[src/fifo_status_event_irq_defines.svh]
`ifndef FIFO_STATUS_EVENT_IRQ_DEFINES_SVH
`define FIFO_STATUS_EVENT_IRQ_DEFINES_SVH

// ----------------------------------------------------------------------
// Register word indices on the control port
// ----------------------------------------------------------------------
`define OFS_OCCUPANCY_COUNT 3'h0
`define OFS_LIVE_FLAGS 3'h1
`define OFS_STICKY_EVENTS 3'h2
`define OFS_IRQ_MASK 3'h3
`define OFS_HIGH_WATER_THRESHOLD 3'h4
`define OFS_LOW_WATER_THRESHOLD 3'h5

// ----------------------------------------------------------------------
// Field positions, shared by live flags, sticky events and mask
// ----------------------------------------------------------------------
`define BIT_FULL 0
`define BIT_DRAINED 1
`define BIT_HIGH_WATER 2
`define BIT_LOW_WATER 3
`define BIT_OVERRUN 4
`define BIT_UNDERRUN 5
`define BIT_MASK_ALL 6
`define FLAG_WIDTH 6
`define MASK_WIDTH 7
`define DATA_WIDTH 32

// ----------------------------------------------------------------------
// Reset values and threshold limits
// ----------------------------------------------------------------------
`define STICKY_RESET 6'h00
`define LIVE_RESET 6'h00
`define MASK_RESET 7'h00
`define THRESH_MIN 1
`define HIGH_WATER_MARGIN_DUAL 4
`define HIGH_WATER_MARGIN_SINGLE 1
`define DEFAULT_DEPTH 16

`endif

[src/fifo_status_event_irq_pkg.sv]
`include "fifo_status_event_irq_defines.svh"

package fifo_status_event_irq_pkg;

    // ------------------------------------------------------------------
    // Types shared by the register file and the event bank
    // ------------------------------------------------------------------
    typedef enum logic [2:0] {
        IDX_OCCUPANCY = 3'b000,
        IDX_LIVE = 3'b001,
        IDX_STICKY = 3'b010,
        IDX_MASK = 3'b011,
        IDX_HIGH_WATER = 3'b100,
        IDX_LOW_WATER = 3'b101
    } reg_index_e;

    typedef logic [`FLAG_WIDTH-1:0] flag_t;
    typedef logic [`MASK_WIDTH-1:0] mask_t;
    typedef logic [`DATA_WIDTH-1:0] word_t;

endpackage

[src/sticky_event_bank.sv]
`timescale 1ns/100ps
`default_nettype none

// ----------------------------------------------------------------------
// Bank of sticky bits, one per condition
// ----------------------------------------------------------------------
module sticky_event_bank
    import fifo_status_event_irq_pkg::*;
#(
    parameter int unsigned WIDTH = `FLAG_WIDTH
)
(
    input wire logic clock,
    input wire logic rst_b,
    input wire logic [WIDTH-1:0] setVec,
    input wire logic [WIDTH-1:0] clearVec,
    output logic [WIDTH-1:0] stickyQ,
    output logic [WIDTH-1:0] risingQ
);

    genvar i;

    // Two flops per condition, sticky and rising; a set arriving with a clear wins
    // so an event in the clearing cycle is never lost
    generate
        for (i = 0; i < WIDTH; i = i + 1)
        begin : g_bit
            always_ff @(posedge clock or negedge rst_b)
            begin
                if (!rst_b)
                begin
                    stickyQ[i] <= 1'b0;
                    risingQ[i] <= 1'b0;
                end
                else
                begin
                    if (setVec[i])
                        stickyQ[i] <= 1'b1;
                    else if (clearVec[i])
                        stickyQ[i] <= 1'b0;
                    // Marks the zero to one transition of this bit
                    risingQ[i] <= setVec[i] & ~stickyQ[i];
                end
            end
        end
    endgenerate

endmodule

`default_nettype wire

[src/fifo_status_event_irq.sv]
`timescale 1ns/100ps
`default_nettype none

module fifo_status_event_irq
    import fifo_status_event_irq_pkg::*;
#(
    parameter int unsigned DEPTH = `DEFAULT_DEPTH,
    parameter bit DUAL_CLOCK = 1'b0,
    parameter bit ALLOW_BACKPRESSURE = 1'b0,
    parameter int unsigned LEVEL_W = $clog2(DEPTH + 1)
)
(
    input wire logic clock,
    input wire logic rst_b,
    // Control port of the processor host
    input wire logic [2:0] regAddress,
    input wire logic regRead,
    input wire logic regWrite,
    input wire logic [`DATA_WIDTH-1:0] regWriteData,
    output logic [`DATA_WIDTH-1:0] regReadData,
    output logic regReadValid,
    // Observation of the FIFO storage
    input wire logic [LEVEL_W-1:0] fillLevel,
    input wire logic writeAttempt,
    input wire logic readAttempt,
    // Flags and interrupt towards the system
    output logic [`FLAG_WIDTH-1:0] liveFlags,
    output logic irq
);

    // ------------------------------------------------------------------
    // Constants derived from the build options
    // ------------------------------------------------------------------
    // Dual-clock storage needs a deeper margin for its pointer latency
    // Thresholds are kept at level width; wider writes are clamped first
    localparam int unsigned HW_MARGIN = DUAL_CLOCK ? `HIGH_WATER_MARGIN_DUAL
                                                   : `HIGH_WATER_MARGIN_SINGLE;
    localparam logic [LEVEL_W-1:0] HIGH_WATER_MAX = LEVEL_W'(DEPTH - HW_MARGIN);
    localparam logic [LEVEL_W-1:0] THRESH_FLOOR = LEVEL_W'(`THRESH_MIN);
    localparam logic [LEVEL_W-1:0] FULL_LEVEL = LEVEL_W'(DEPTH);
    localparam logic [LEVEL_W-1:0] EMPTY_LEVEL = '0;
    localparam word_t THRESH_MIN_WORD = `DATA_WIDTH'(`THRESH_MIN);
    localparam word_t HIGH_WATER_MAX_WORD = `DATA_WIDTH'(DEPTH - HW_MARGIN);

    // ------------------------------------------------------------------
    // Declarations
    // ------------------------------------------------------------------
    logic [LEVEL_W-1:0] highWaterQ;
    logic [LEVEL_W-1:0] lowWaterQ;
    mask_t maskQ;
    flag_t liveD;
    flag_t liveQ;
    flag_t stickyQ;
    flag_t stickyRise;
    flag_t clearVec;
    flag_t effMask;
    flag_t pendingD;
    logic irqQ;
    logic [`DATA_WIDTH-1:0] readDataQ;
    logic readValidQ;
    logic isFull;
    logic isDrained;
    logic writeHit;
    logic wrSticky;
    logic wrMask;
    logic wrHighWater;
    logic wrLowWater;
    reg_index_e regIndex;

    // Bus address taken as a register index
    assign regIndex = reg_index_e'(regAddress);

    // ------------------------------------------------------------------
    // Write decode
    // ------------------------------------------------------------------
    // One enable per writable register; the level and live flag
    // indices are read-only and the unmapped ones decode to nothing,
    // so writes there are dropped without a trace
    always_comb
    begin
        wrSticky = 1'b0;
        wrMask = 1'b0;
        wrHighWater = 1'b0;
        wrLowWater = 1'b0;
        if (regWrite)
        begin
            case (regIndex)
                IDX_STICKY:
                    wrSticky = 1'b1;
                IDX_MASK:
                    wrMask = 1'b1;
                IDX_HIGH_WATER:
                    wrHighWater = 1'b1;
                IDX_LOW_WATER:
                    wrLowWater = 1'b1;
                default:
                    wrSticky = 1'b0;
            endcase
        end
    end

    // ------------------------------------------------------------------
    // Threshold clamp
    // ------------------------------------------------------------------
    // Clamping keeps the comparators meaningful: a zero threshold would
    // make the low-water flag mirror the drained flag only
    function automatic logic [LEVEL_W-1:0] clampThreshold(
        input word_t value
    );
        logic [LEVEL_W-1:0] result;
        result = THRESH_FLOOR;
        if (value < THRESH_MIN_WORD)
            result = THRESH_FLOOR;
        else if (value > HIGH_WATER_MAX_WORD)
            result = HIGH_WATER_MAX;
        else
            result = value[LEVEL_W-1:0];
        return result;
    endfunction

    // ------------------------------------------------------------------
    // Live condition decode
    // ------------------------------------------------------------------
    // Capacity and emptiness straight from the reported fill level
    assign isFull = (fillLevel == FULL_LEVEL);
    assign isDrained = (fillLevel == EMPTY_LEVEL);

    // Next value of the live flags, one bit per condition
    always_comb
    begin
        liveD = `LIVE_RESET;
        liveD[`BIT_FULL] = isFull;
        liveD[`BIT_DRAINED] = isDrained;
        liveD[`BIT_HIGH_WATER] = (fillLevel >= highWaterQ);
        liveD[`BIT_LOW_WATER] = (fillLevel <= lowWaterQ);
        // With backpressure the storage refuses such accesses itself,
        // so the pulses are suppressed rather than reported falsely;
        // the strobes are taken raw, one pulse per attempting cycle,
        // and back-to-back attempts give back-to-back pulses
        if (!ALLOW_BACKPRESSURE)
        begin
            liveD[`BIT_OVERRUN] = writeAttempt & isFull;
            liveD[`BIT_UNDERRUN] = readAttempt & isDrained;
        end
    end

    // Live flags registered; overrun and underrun last one cycle each
    always_ff @(posedge clock or negedge rst_b)
    begin
        if (!rst_b)
            liveQ <= `LIVE_RESET;
        else
            liveQ <= liveD;
    end

    // ------------------------------------------------------------------
    // Sticky event bank
    // ------------------------------------------------------------------
    // A write of one clears only the addressed positions; set beats
    // clear inside the bank, so a condition that persists survives
    // the write of one
    assign writeHit = wrSticky;
    assign clearVec = writeHit ? regWriteData[`FLAG_WIDTH-1:0] : '0;

    // Sets from the same next value that loads the live flags, so both
    // registers change on the same edge
    sticky_event_bank #(
        .WIDTH(`FLAG_WIDTH)
    ) u_sticky (
        .clock(clock),
        .rst_b(rst_b),
        .setVec(liveD),
        .clearVec(clearVec),
        .stickyQ(stickyQ),
        .risingQ(stickyRise)
    );

    // ------------------------------------------------------------------
    // Interrupt mask register
    // ------------------------------------------------------------------
    // Cleared at reset so nothing interrupts before software opts in
    always_ff @(posedge clock or negedge rst_b)
    begin
        if (!rst_b)
            maskQ <= `MASK_RESET;
        else if (wrMask)
            maskQ <= regWriteData[`MASK_WIDTH-1:0];
    end

    // Effective per-condition enables; the global bit covers all six
    assign effMask = maskQ[`FLAG_WIDTH-1:0]
                   | {`FLAG_WIDTH{maskQ[`BIT_MASK_ALL]}};

    // ------------------------------------------------------------------
    // Interrupt request
    // ------------------------------------------------------------------
    // Pending while an enabled sticky bit is set; a set bit that rose
    // under an enabled mask holds the request only while still enabled
    assign pendingD = stickyQ & effMask;

    // Registered request; level stays high until software clears the
    // sticky bit or drops its enable
    // Trade-off: a level is easier to share than a pulse, but an
    // unserviced event keeps the line up
    always_ff @(posedge clock or negedge rst_b)
    begin
        if (!rst_b)
            irqQ <= 1'b0;
        else
            irqQ <= |(pendingD | (stickyRise & effMask));
    end

    // ------------------------------------------------------------------
    // Threshold registers
    // ------------------------------------------------------------------
    // High-water threshold starts at the largest allowed value
    // Both marks share one clamp, so neither can pass that value
    always_ff @(posedge clock or negedge rst_b)
    begin
        if (!rst_b)
            highWaterQ <= HIGH_WATER_MAX;
        else if (wrHighWater)
            highWaterQ <= clampThreshold(regWriteData);
    end

    // Low-water threshold starts at the floor value
    always_ff @(posedge clock or negedge rst_b)
    begin
        if (!rst_b)
            lowWaterQ <= THRESH_FLOOR;
        else if (wrLowWater)
            lowWaterQ <= clampThreshold(regWriteData);
    end

    // ------------------------------------------------------------------
    // Read path
    // ------------------------------------------------------------------
    // Read data registered one cycle after the request; unmapped
    // indices read as zero so software never sees stale data
    // Each register is narrower than a word, so its upper bits read
    // as zero; the data then hold until the next read
    always_ff @(posedge clock or negedge rst_b)
    begin
        if (!rst_b)
        begin
            readDataQ <= '0;
            readValidQ <= 1'b0;
        end
        else
        begin
            readValidQ <= regRead;
            if (regRead)
            begin
                case (regIndex)
                    IDX_OCCUPANCY:
                        readDataQ <= `DATA_WIDTH'(fillLevel);
                    IDX_LIVE:
                        readDataQ <= `DATA_WIDTH'(liveQ);
                    IDX_STICKY:
                        readDataQ <= `DATA_WIDTH'(stickyQ);
                    IDX_MASK:
                        readDataQ <= `DATA_WIDTH'(maskQ);
                    IDX_HIGH_WATER:
                        readDataQ <= `DATA_WIDTH'(highWaterQ);
                    IDX_LOW_WATER:
                        readDataQ <= `DATA_WIDTH'(lowWaterQ);
                    default:
                        readDataQ <= '0;
                endcase
            end
        end
    end

    // ------------------------------------------------------------------
    // Outputs, all from flops
    // ------------------------------------------------------------------
    assign regReadData = readDataQ;
    assign regReadValid = readValidQ;
    assign liveFlags = liveQ;
    assign irq = irqQ;

endmodule

`default_nettype wire

[config.mk]
export PLATFORM = sky130hd
export DESIGN_NAME = fifo_status_event_irq
export DESIGN_NICKNAME = d
export VERILOG_FILES = /design/src/fifo_status_event_irq_pkg.sv /design/src/sticky_event_bank.sv /design/src/fifo_status_event_irq.sv
export VERILOG_INCLUDE_DIRS = /design/src /design/src/src
export SDC_FILE = /design/constraint.sdc
export NUM_CORES = 1
export LEC_CHECK = 0
export BUFFER_PORTS_ARGS = -buffer_cell sky130_fd_sc_hd__buf_4
export CORE_MARGIN = 2
export CORE_UTILIZATION = 40
export CTS_BUF_LIST = sky130_fd_sc_hd__clkbuf_4 sky130_fd_sc_hd__clkbuf_8 sky130_fd_sc_hd__clkbuf_16
export DETAILED_ROUTE_END_ITERATION = 10
export PLACE_DENSITY_LB_ADDON = 0.25
export SLEW_MARGIN = 20
export SYNTH_ARGS = -nofsm -noshare
export SYNTH_HDL_FRONTEND = slang
export SYNTH_HIERARCHICAL = 1
export SYNTH_SLANG_ARGS = --single-unit
[constraint.sdc]
create_clock -name clock -period 1.95 [get_ports clock]
set_input_delay 0.195 -clock clock [delete_from_list [all_inputs] [get_ports clock]]
set_output_delay 0.195 -clock clock [all_outputs]
set_load 0.01 [all_outputs]
# == Word-level counts from Yosys, hierarchy flattened ==
# Index checks and enable logic that the tools add are counted.
# word_totals
ff_bits,69
out_inout_bits,40
elab_cells,80
input_bits,46
# op_classes
reduce_logical,9
mux,24
magnitude_cmp,4
eq_ne,6
bitwise,18
# op_table
operator,count
7-bit one-hot mux with 6 select lines,1
32-bit by 4-bit > comparator with 1-bit output (second input constant),1
32-bit by 1-bit < comparator with 1-bit output (second input constant),1
1-bit 2-to-1 mux,20
6-bit AND,2
6-bit bitwise OR,2
2-bit nonzero test,6
5-bit 2-to-1 mux,2
1-bit AND,8
3-bit by 2-bit equality test with 1-bit output (second input constant),2
3-bit equality test (second input constant),2
6-bit 2-to-1 mux,1
1-bit NOT,6
6-bit OR reduction,1
5-bit equality test (second input constant),1
5-bit greater-or-equal comparator,1
5-bit <= comparator,1
5-bit logical NOT,1
3-bit by 1-bit equality test with 1-bit output (second input constant),1
3-bit logical NOT,1

# == Logic depth before layout (Yosys ltp) ==
# depth
depth_word,6
ltp_mapped,7
ltp_nobuf,7

# == Cells and area by module ==
# Netlist, hierarchy kept.
# by_module_without_submodules
module,cells_per_inst,instances,area_each_um2,seq_area_each_um2
fifo_status_event_irq,211,1,2047.0,807.0
sticky_event_bank,30,1,405.4,300.3

# == Least setup slack after synthesis ==
# Ideal clock, no wire load.
# synth_timing
kind,register to register
startpoint,reg highWaterQ[0]
endpoint,reg u_sticky.stickyQ[2]
arrival_ps,1411
n_path_buf,0
t_required_ps,1832
setup_ps,118
period_less_slack_ps,1529
path_slack_ps,421
stages_incl_launch_ff,7
path_cell_list,dfstp_2 > ha_1 > nand2b_1 > a21o_1 > a21oi_1 > o21ai_0 > a21o_1
# synth_via
elab_chain_cells,2
word_cells_on_any_way,3
classes_between,order compare: 1; mux: 1; reduce/logical: 1
# synth_lines
item,line_no,source
from (decl),fifo_status_event_irq.sv:48,logic [LEVEL_W-1:0] highWaterQ;
from (signal assigned),fifo_status_event_irq.sv:223,highWaterQ <= clampThreshold(regWriteData);
5-bit greater-or-equal comparator *,fifo_status_event_irq.sv:134,liveD[`BIT_HIGH_WATER] = (fillLevel >= highWaterQ);
named net liveD[2],fifo_status_event_irq.sv:51,flag_t liveD;
1-bit 2-to-1 mux or 2-bit nonzero test (tied branches),n/a,
"to (signal, indexed assignment)",sticky_event_bank.sv:32,stickyQ[i] <= 1'b0;
"to (signal, indexed assignment)",sticky_event_bank.sv:38,stickyQ[i] <= 1'b1;
"to (signal, indexed assignment)",sticky_event_bank.sv:40,stickyQ[i] <= 1'b0;
to (decl),sticky_event_bank.sv:17,"output logic [WIDTH-1:0] stickyQ,"
# The timed path passes the listed nets; every way through them passes the cells marked *.
# A chain may end at the register's enable or synchronous reset.

# == Worst setup path in the final report ==
# Same ends and word-level chain as after synthesis.

==> out/metrics.csv <==
stage,metric,value,unit
outcome,status,"complete, no violations",
layout,area_growth,21.2,%
floorplanning,initial_core_util,41.4,%
yosys,synthTopCellsByArea,"dfrtp_1 40%, buf_4 8.6%, dfstp_2 5.4%",
floorplanning,ios,86,
floorplanning,die_y,82.3,um
power_and_ir_drop,sw_frac_of_total,27.4,%
yosys,ys_types,37,
cts,cts_hold_buf,1,
timing,drv_slew,0,
placement,io_buffers,60,
yosys,synth_top_area_share,39.8,%
yosys,synth-edff-count,0,
timing,setup_violations,0,
floorplanning,die_w,82.3,um
timing,fin_crit_sh,84.3,%
routing,drt-initial-drc-count,123,
cts,cts_root_buffer,clkbuf_8,
yosys,yosysSeqAreaShare,45.2,%
min_path,hold_depth,1,
yosys,yosysMostFrequentCell,dfrtp_1,
power_and_ir_drop,fin_total_pwr,2.22,mW
grt,grt_max_degree,45,
worst_setup_path,max_stage_delay,0.54,ns
worst_setup_path,r2r_start,highWaterQ[0],
power_and_ir_drop,p_int,1.62,mW
worst_setup_path,crit_arrival,1.84,ns
timing,max-slew-margin-rel,63.6,%
cts,h-tree-depth,2,
timing,post-route-min-period,1.64,ns
timing,worst_pin_slew,0.546,ns
cts,cts_buffers,5,
timing,finClkSkew,0.00355,ns
power_and_ir_drop,seq_power_share,49.1,%
yosys,synthesis.area,0.00245,mm2
layout,layout.nets,357,
yosys,synth_seq_cells,44,
cts,cts_setup_buffers,0,
floorplanning,rows,28,
routing,drt_wl_total,5460,um
power_and_ir_drop,p_leak,1.47,nW
worst_setup_path,worstSetupPathType,reg -> reg,
yosys,synth_top_cell_by_area,dfrtp_1,
routing,drc,0,
yosys,async_reset_ff_share,100,%
layout,fillerInstances,581,
timing,finalHoldViolCount,0,
grt,grt_overflow,0,
routing,via_per_inst,5.01,
cts,clk_latency,0.30,ns
power_and_ir_drop,switchingPower,609,uW
power_and_ir_drop,power_density,748,mW/mm2
worst_setup_path,path_cells,ha_1 > nand2b_1 > a21o_1 > a21oi_1 > o21ai_0 > a21o_1,
worst_setup_path,worstSetupEndpointType,flop,
worst_setup_path,crit_path_frequent_cell,a21o_1,
worst_setup_path,crit_path_max_fanout,3,
cts,cts_buffer_depth,2,
yosys,synth_common_cells,"39 x dfrtp_1, 28 x buf_4, 19 x inv_1, 16 x nor2_1, 14 x a21oi_1",
worst_setup_path,cp_top_family,compound AO/OA/AOI/OAI gates,
cts,cts_resized,0,
timing,max_freq,608,MHz
min_path,hp-start,regRead,
worst_setup_path,critPathLaunchType,flop,
layout,diodes,0,
min_path,hold_path.class,in -> reg,
grt,antenna_found_initial,0,
grt,grt_pass1_wl,8760,um
yosys,avgSynthCellArea,10.2,um2
grt,gr-usage-all-layers,17.7,%
floorplanning,coreArea,0.00592,mm2
grt,grt_pass1_vias,1783,
cts,clkSlewWorstSetupHoldPaths,0.08,ns
placement,gp_congestion,0.819,
floorplanning,die-area,0.00677,mm2
routing,postRouteAntennaNets,0,
placement,hpwl,4250,um
worst_setup_path,slowest_stage,dfstp_2,
worst_setup_path,reg2reg_setup_slack,0.31,ns
power_and_ir_drop,ir_drop,301,uV
layout,layout-drive-gt1-share,28.1,%
yosys,ys_warn_count,6,
worst_setup_path,worst-endpoint-required,2.15,ns
yosys,synthCells,241,
power_and_ir_drop,p_clk_share,31.2,%
worst_setup_path,rr_endpoint,u_sticky/stickyQ[2],
timing,fin_setup_tns,0,ns
cts,tritoncts,yes,
worst_setup_path,critPathBufInv,0,
timing,fin_hold_ws,0.108,ns
min_path,whs_endpoint,regReadValid,
job,maxCapViolCount,0,
worst_setup_path,rr_worst_depth,6,
yosys,synthFlopType,dfrtp_1,
routing,dr.pass1.iters,4,
routing,wl_per_cell,14.5,um
power_and_ir_drop,p_comb_share,19.6,%
cts,cts_sinks,44,
timing,rsz0062_at_grt,no,
routing,vias,1890,
-- logic make-up (layout without fill, tap and decap cells) --
family,count (synthesis),count (layout),share of synthesized area (%)
buffers and inverters,51,88,12.5
AOI/OAI and AO/OA,52,52,13.0
DFF,44,44,45.2
other,1,25,0.153
adders and majority gates,10,10,5.10
muxes,19,19,9.34
and+or+nand+nor,64,64,14.7
-- routing by layer --
metal | GRT usage, % | vias up | share of wire, %
met3 | 3.59 | 5 | 5.8
met5 | 0 | - | 0
met1 | 23.6 | 884 | 45
li1 | - | 920 | -
met4 | 5.67 | 0 | 1.4
met2 | 28.9 | 81 | 48
-- flip-flops by register name (all words and copies together) (netlist names) --
signal and count:
maskQ 7, regReadData 7, liveFlags 6, u_sticky/risingQ 6, u_sticky/stickyQ 6, highWaterQ 5, lowWaterQ 5, irq 1
regReadValid 1
-- power by group through the flow --
stage	clock network (mW)	registers, mW	logic [mW]
after CTS	0.704	1.09	0.440
after floorplan	0	1.10	0.276
after global placement	0	1.11	0.431
after detailed placement	0	1.11	0.437
after global routing	0.741	1.11	0.493
final	0.695	1.09	0.436
-- area by class of cell --
cell class	count	area, um2	share of cell area [%]
Clock buffer	5	68.8	2.31
Multi-Input combinational cell	170	1130	38.0
Tap cell	75	93.8	3.16
Sequential cell	44	1110	37.2
Clock inverter	3	42.5	1.43
Timing Repair Buffer	61	460	15.5
Inverter	19	71.3	2.40
-- through the flow --
step | setup slack, ns | cells | area, um2 | util, %
after floorplan | 0.421 | 265 | 2540 | -
after global placement | 0.369 | 368 | 2850 | 48.2
after detailed placement | 0.315 | 368 | 2850 | 48.2
after CTS | 0.301 | 377 | 2970 | 50.2
after global routing | 0.215 | 377 | 2970 | 50.2
final | 0.307 | 377 | 2970 | 50.2
-- cell usage in the layout, fill, tap and decap left out, drive strengths merged, types with 2 or more instances in the layout --
| master | count |
|---|---|
| a211o | 4 |
| a21o | 8 |
| a21oi | 14 |
| a31oi | 6 |
| and2 | 8 |
| and3 | 4 |
| buf | 60 |
| clkbuf | 5 |
| conb | 25 |
| dfrtp | 39 |
| dfstp | 5 |
| ha | 10 |
| inv | 19 |
| mux2 | 8 |
| mux2i | 9 |
| mux4 | 2 |
| nand2 | 3 |
| nand2b | 2 |
| nand3 | 5 |
| nand4 | 4 |
| nor2 | 16 |
| nor2b | 9 |
| nor4 | 10 |
| o21ai | 11 |
| o22ai | 5 |
| o31ai | 2 |
-- how the worst max path moves through the flow --
| stage | depth (start not counted) | from | slack (ns) | endpoint |
|---|---|---|---|---|
| 2_1_floorplan | 6 | highWaterQ[0] | 0.42 | u_sticky/stickyQ[2] |
| 3_3_place_gp | 6 | highWaterQ[0] | 0.37 | u_sticky/stickyQ[2] |
| 3_5_place_dp | 6 | highWaterQ[0] | 0.31 | u_sticky/stickyQ[2] |
| 4_1_cts | 6 | highWaterQ[0] | 0.30 | u_sticky/stickyQ[2] |
| 5_1_grt | 6 | highWaterQ[0] | 0.21 | u_sticky/risingQ[2] |
| 6_report | 6 | highWaterQ[0] | 0.31 | u_sticky/stickyQ[2] |
(Power assumes the default switching activity.)
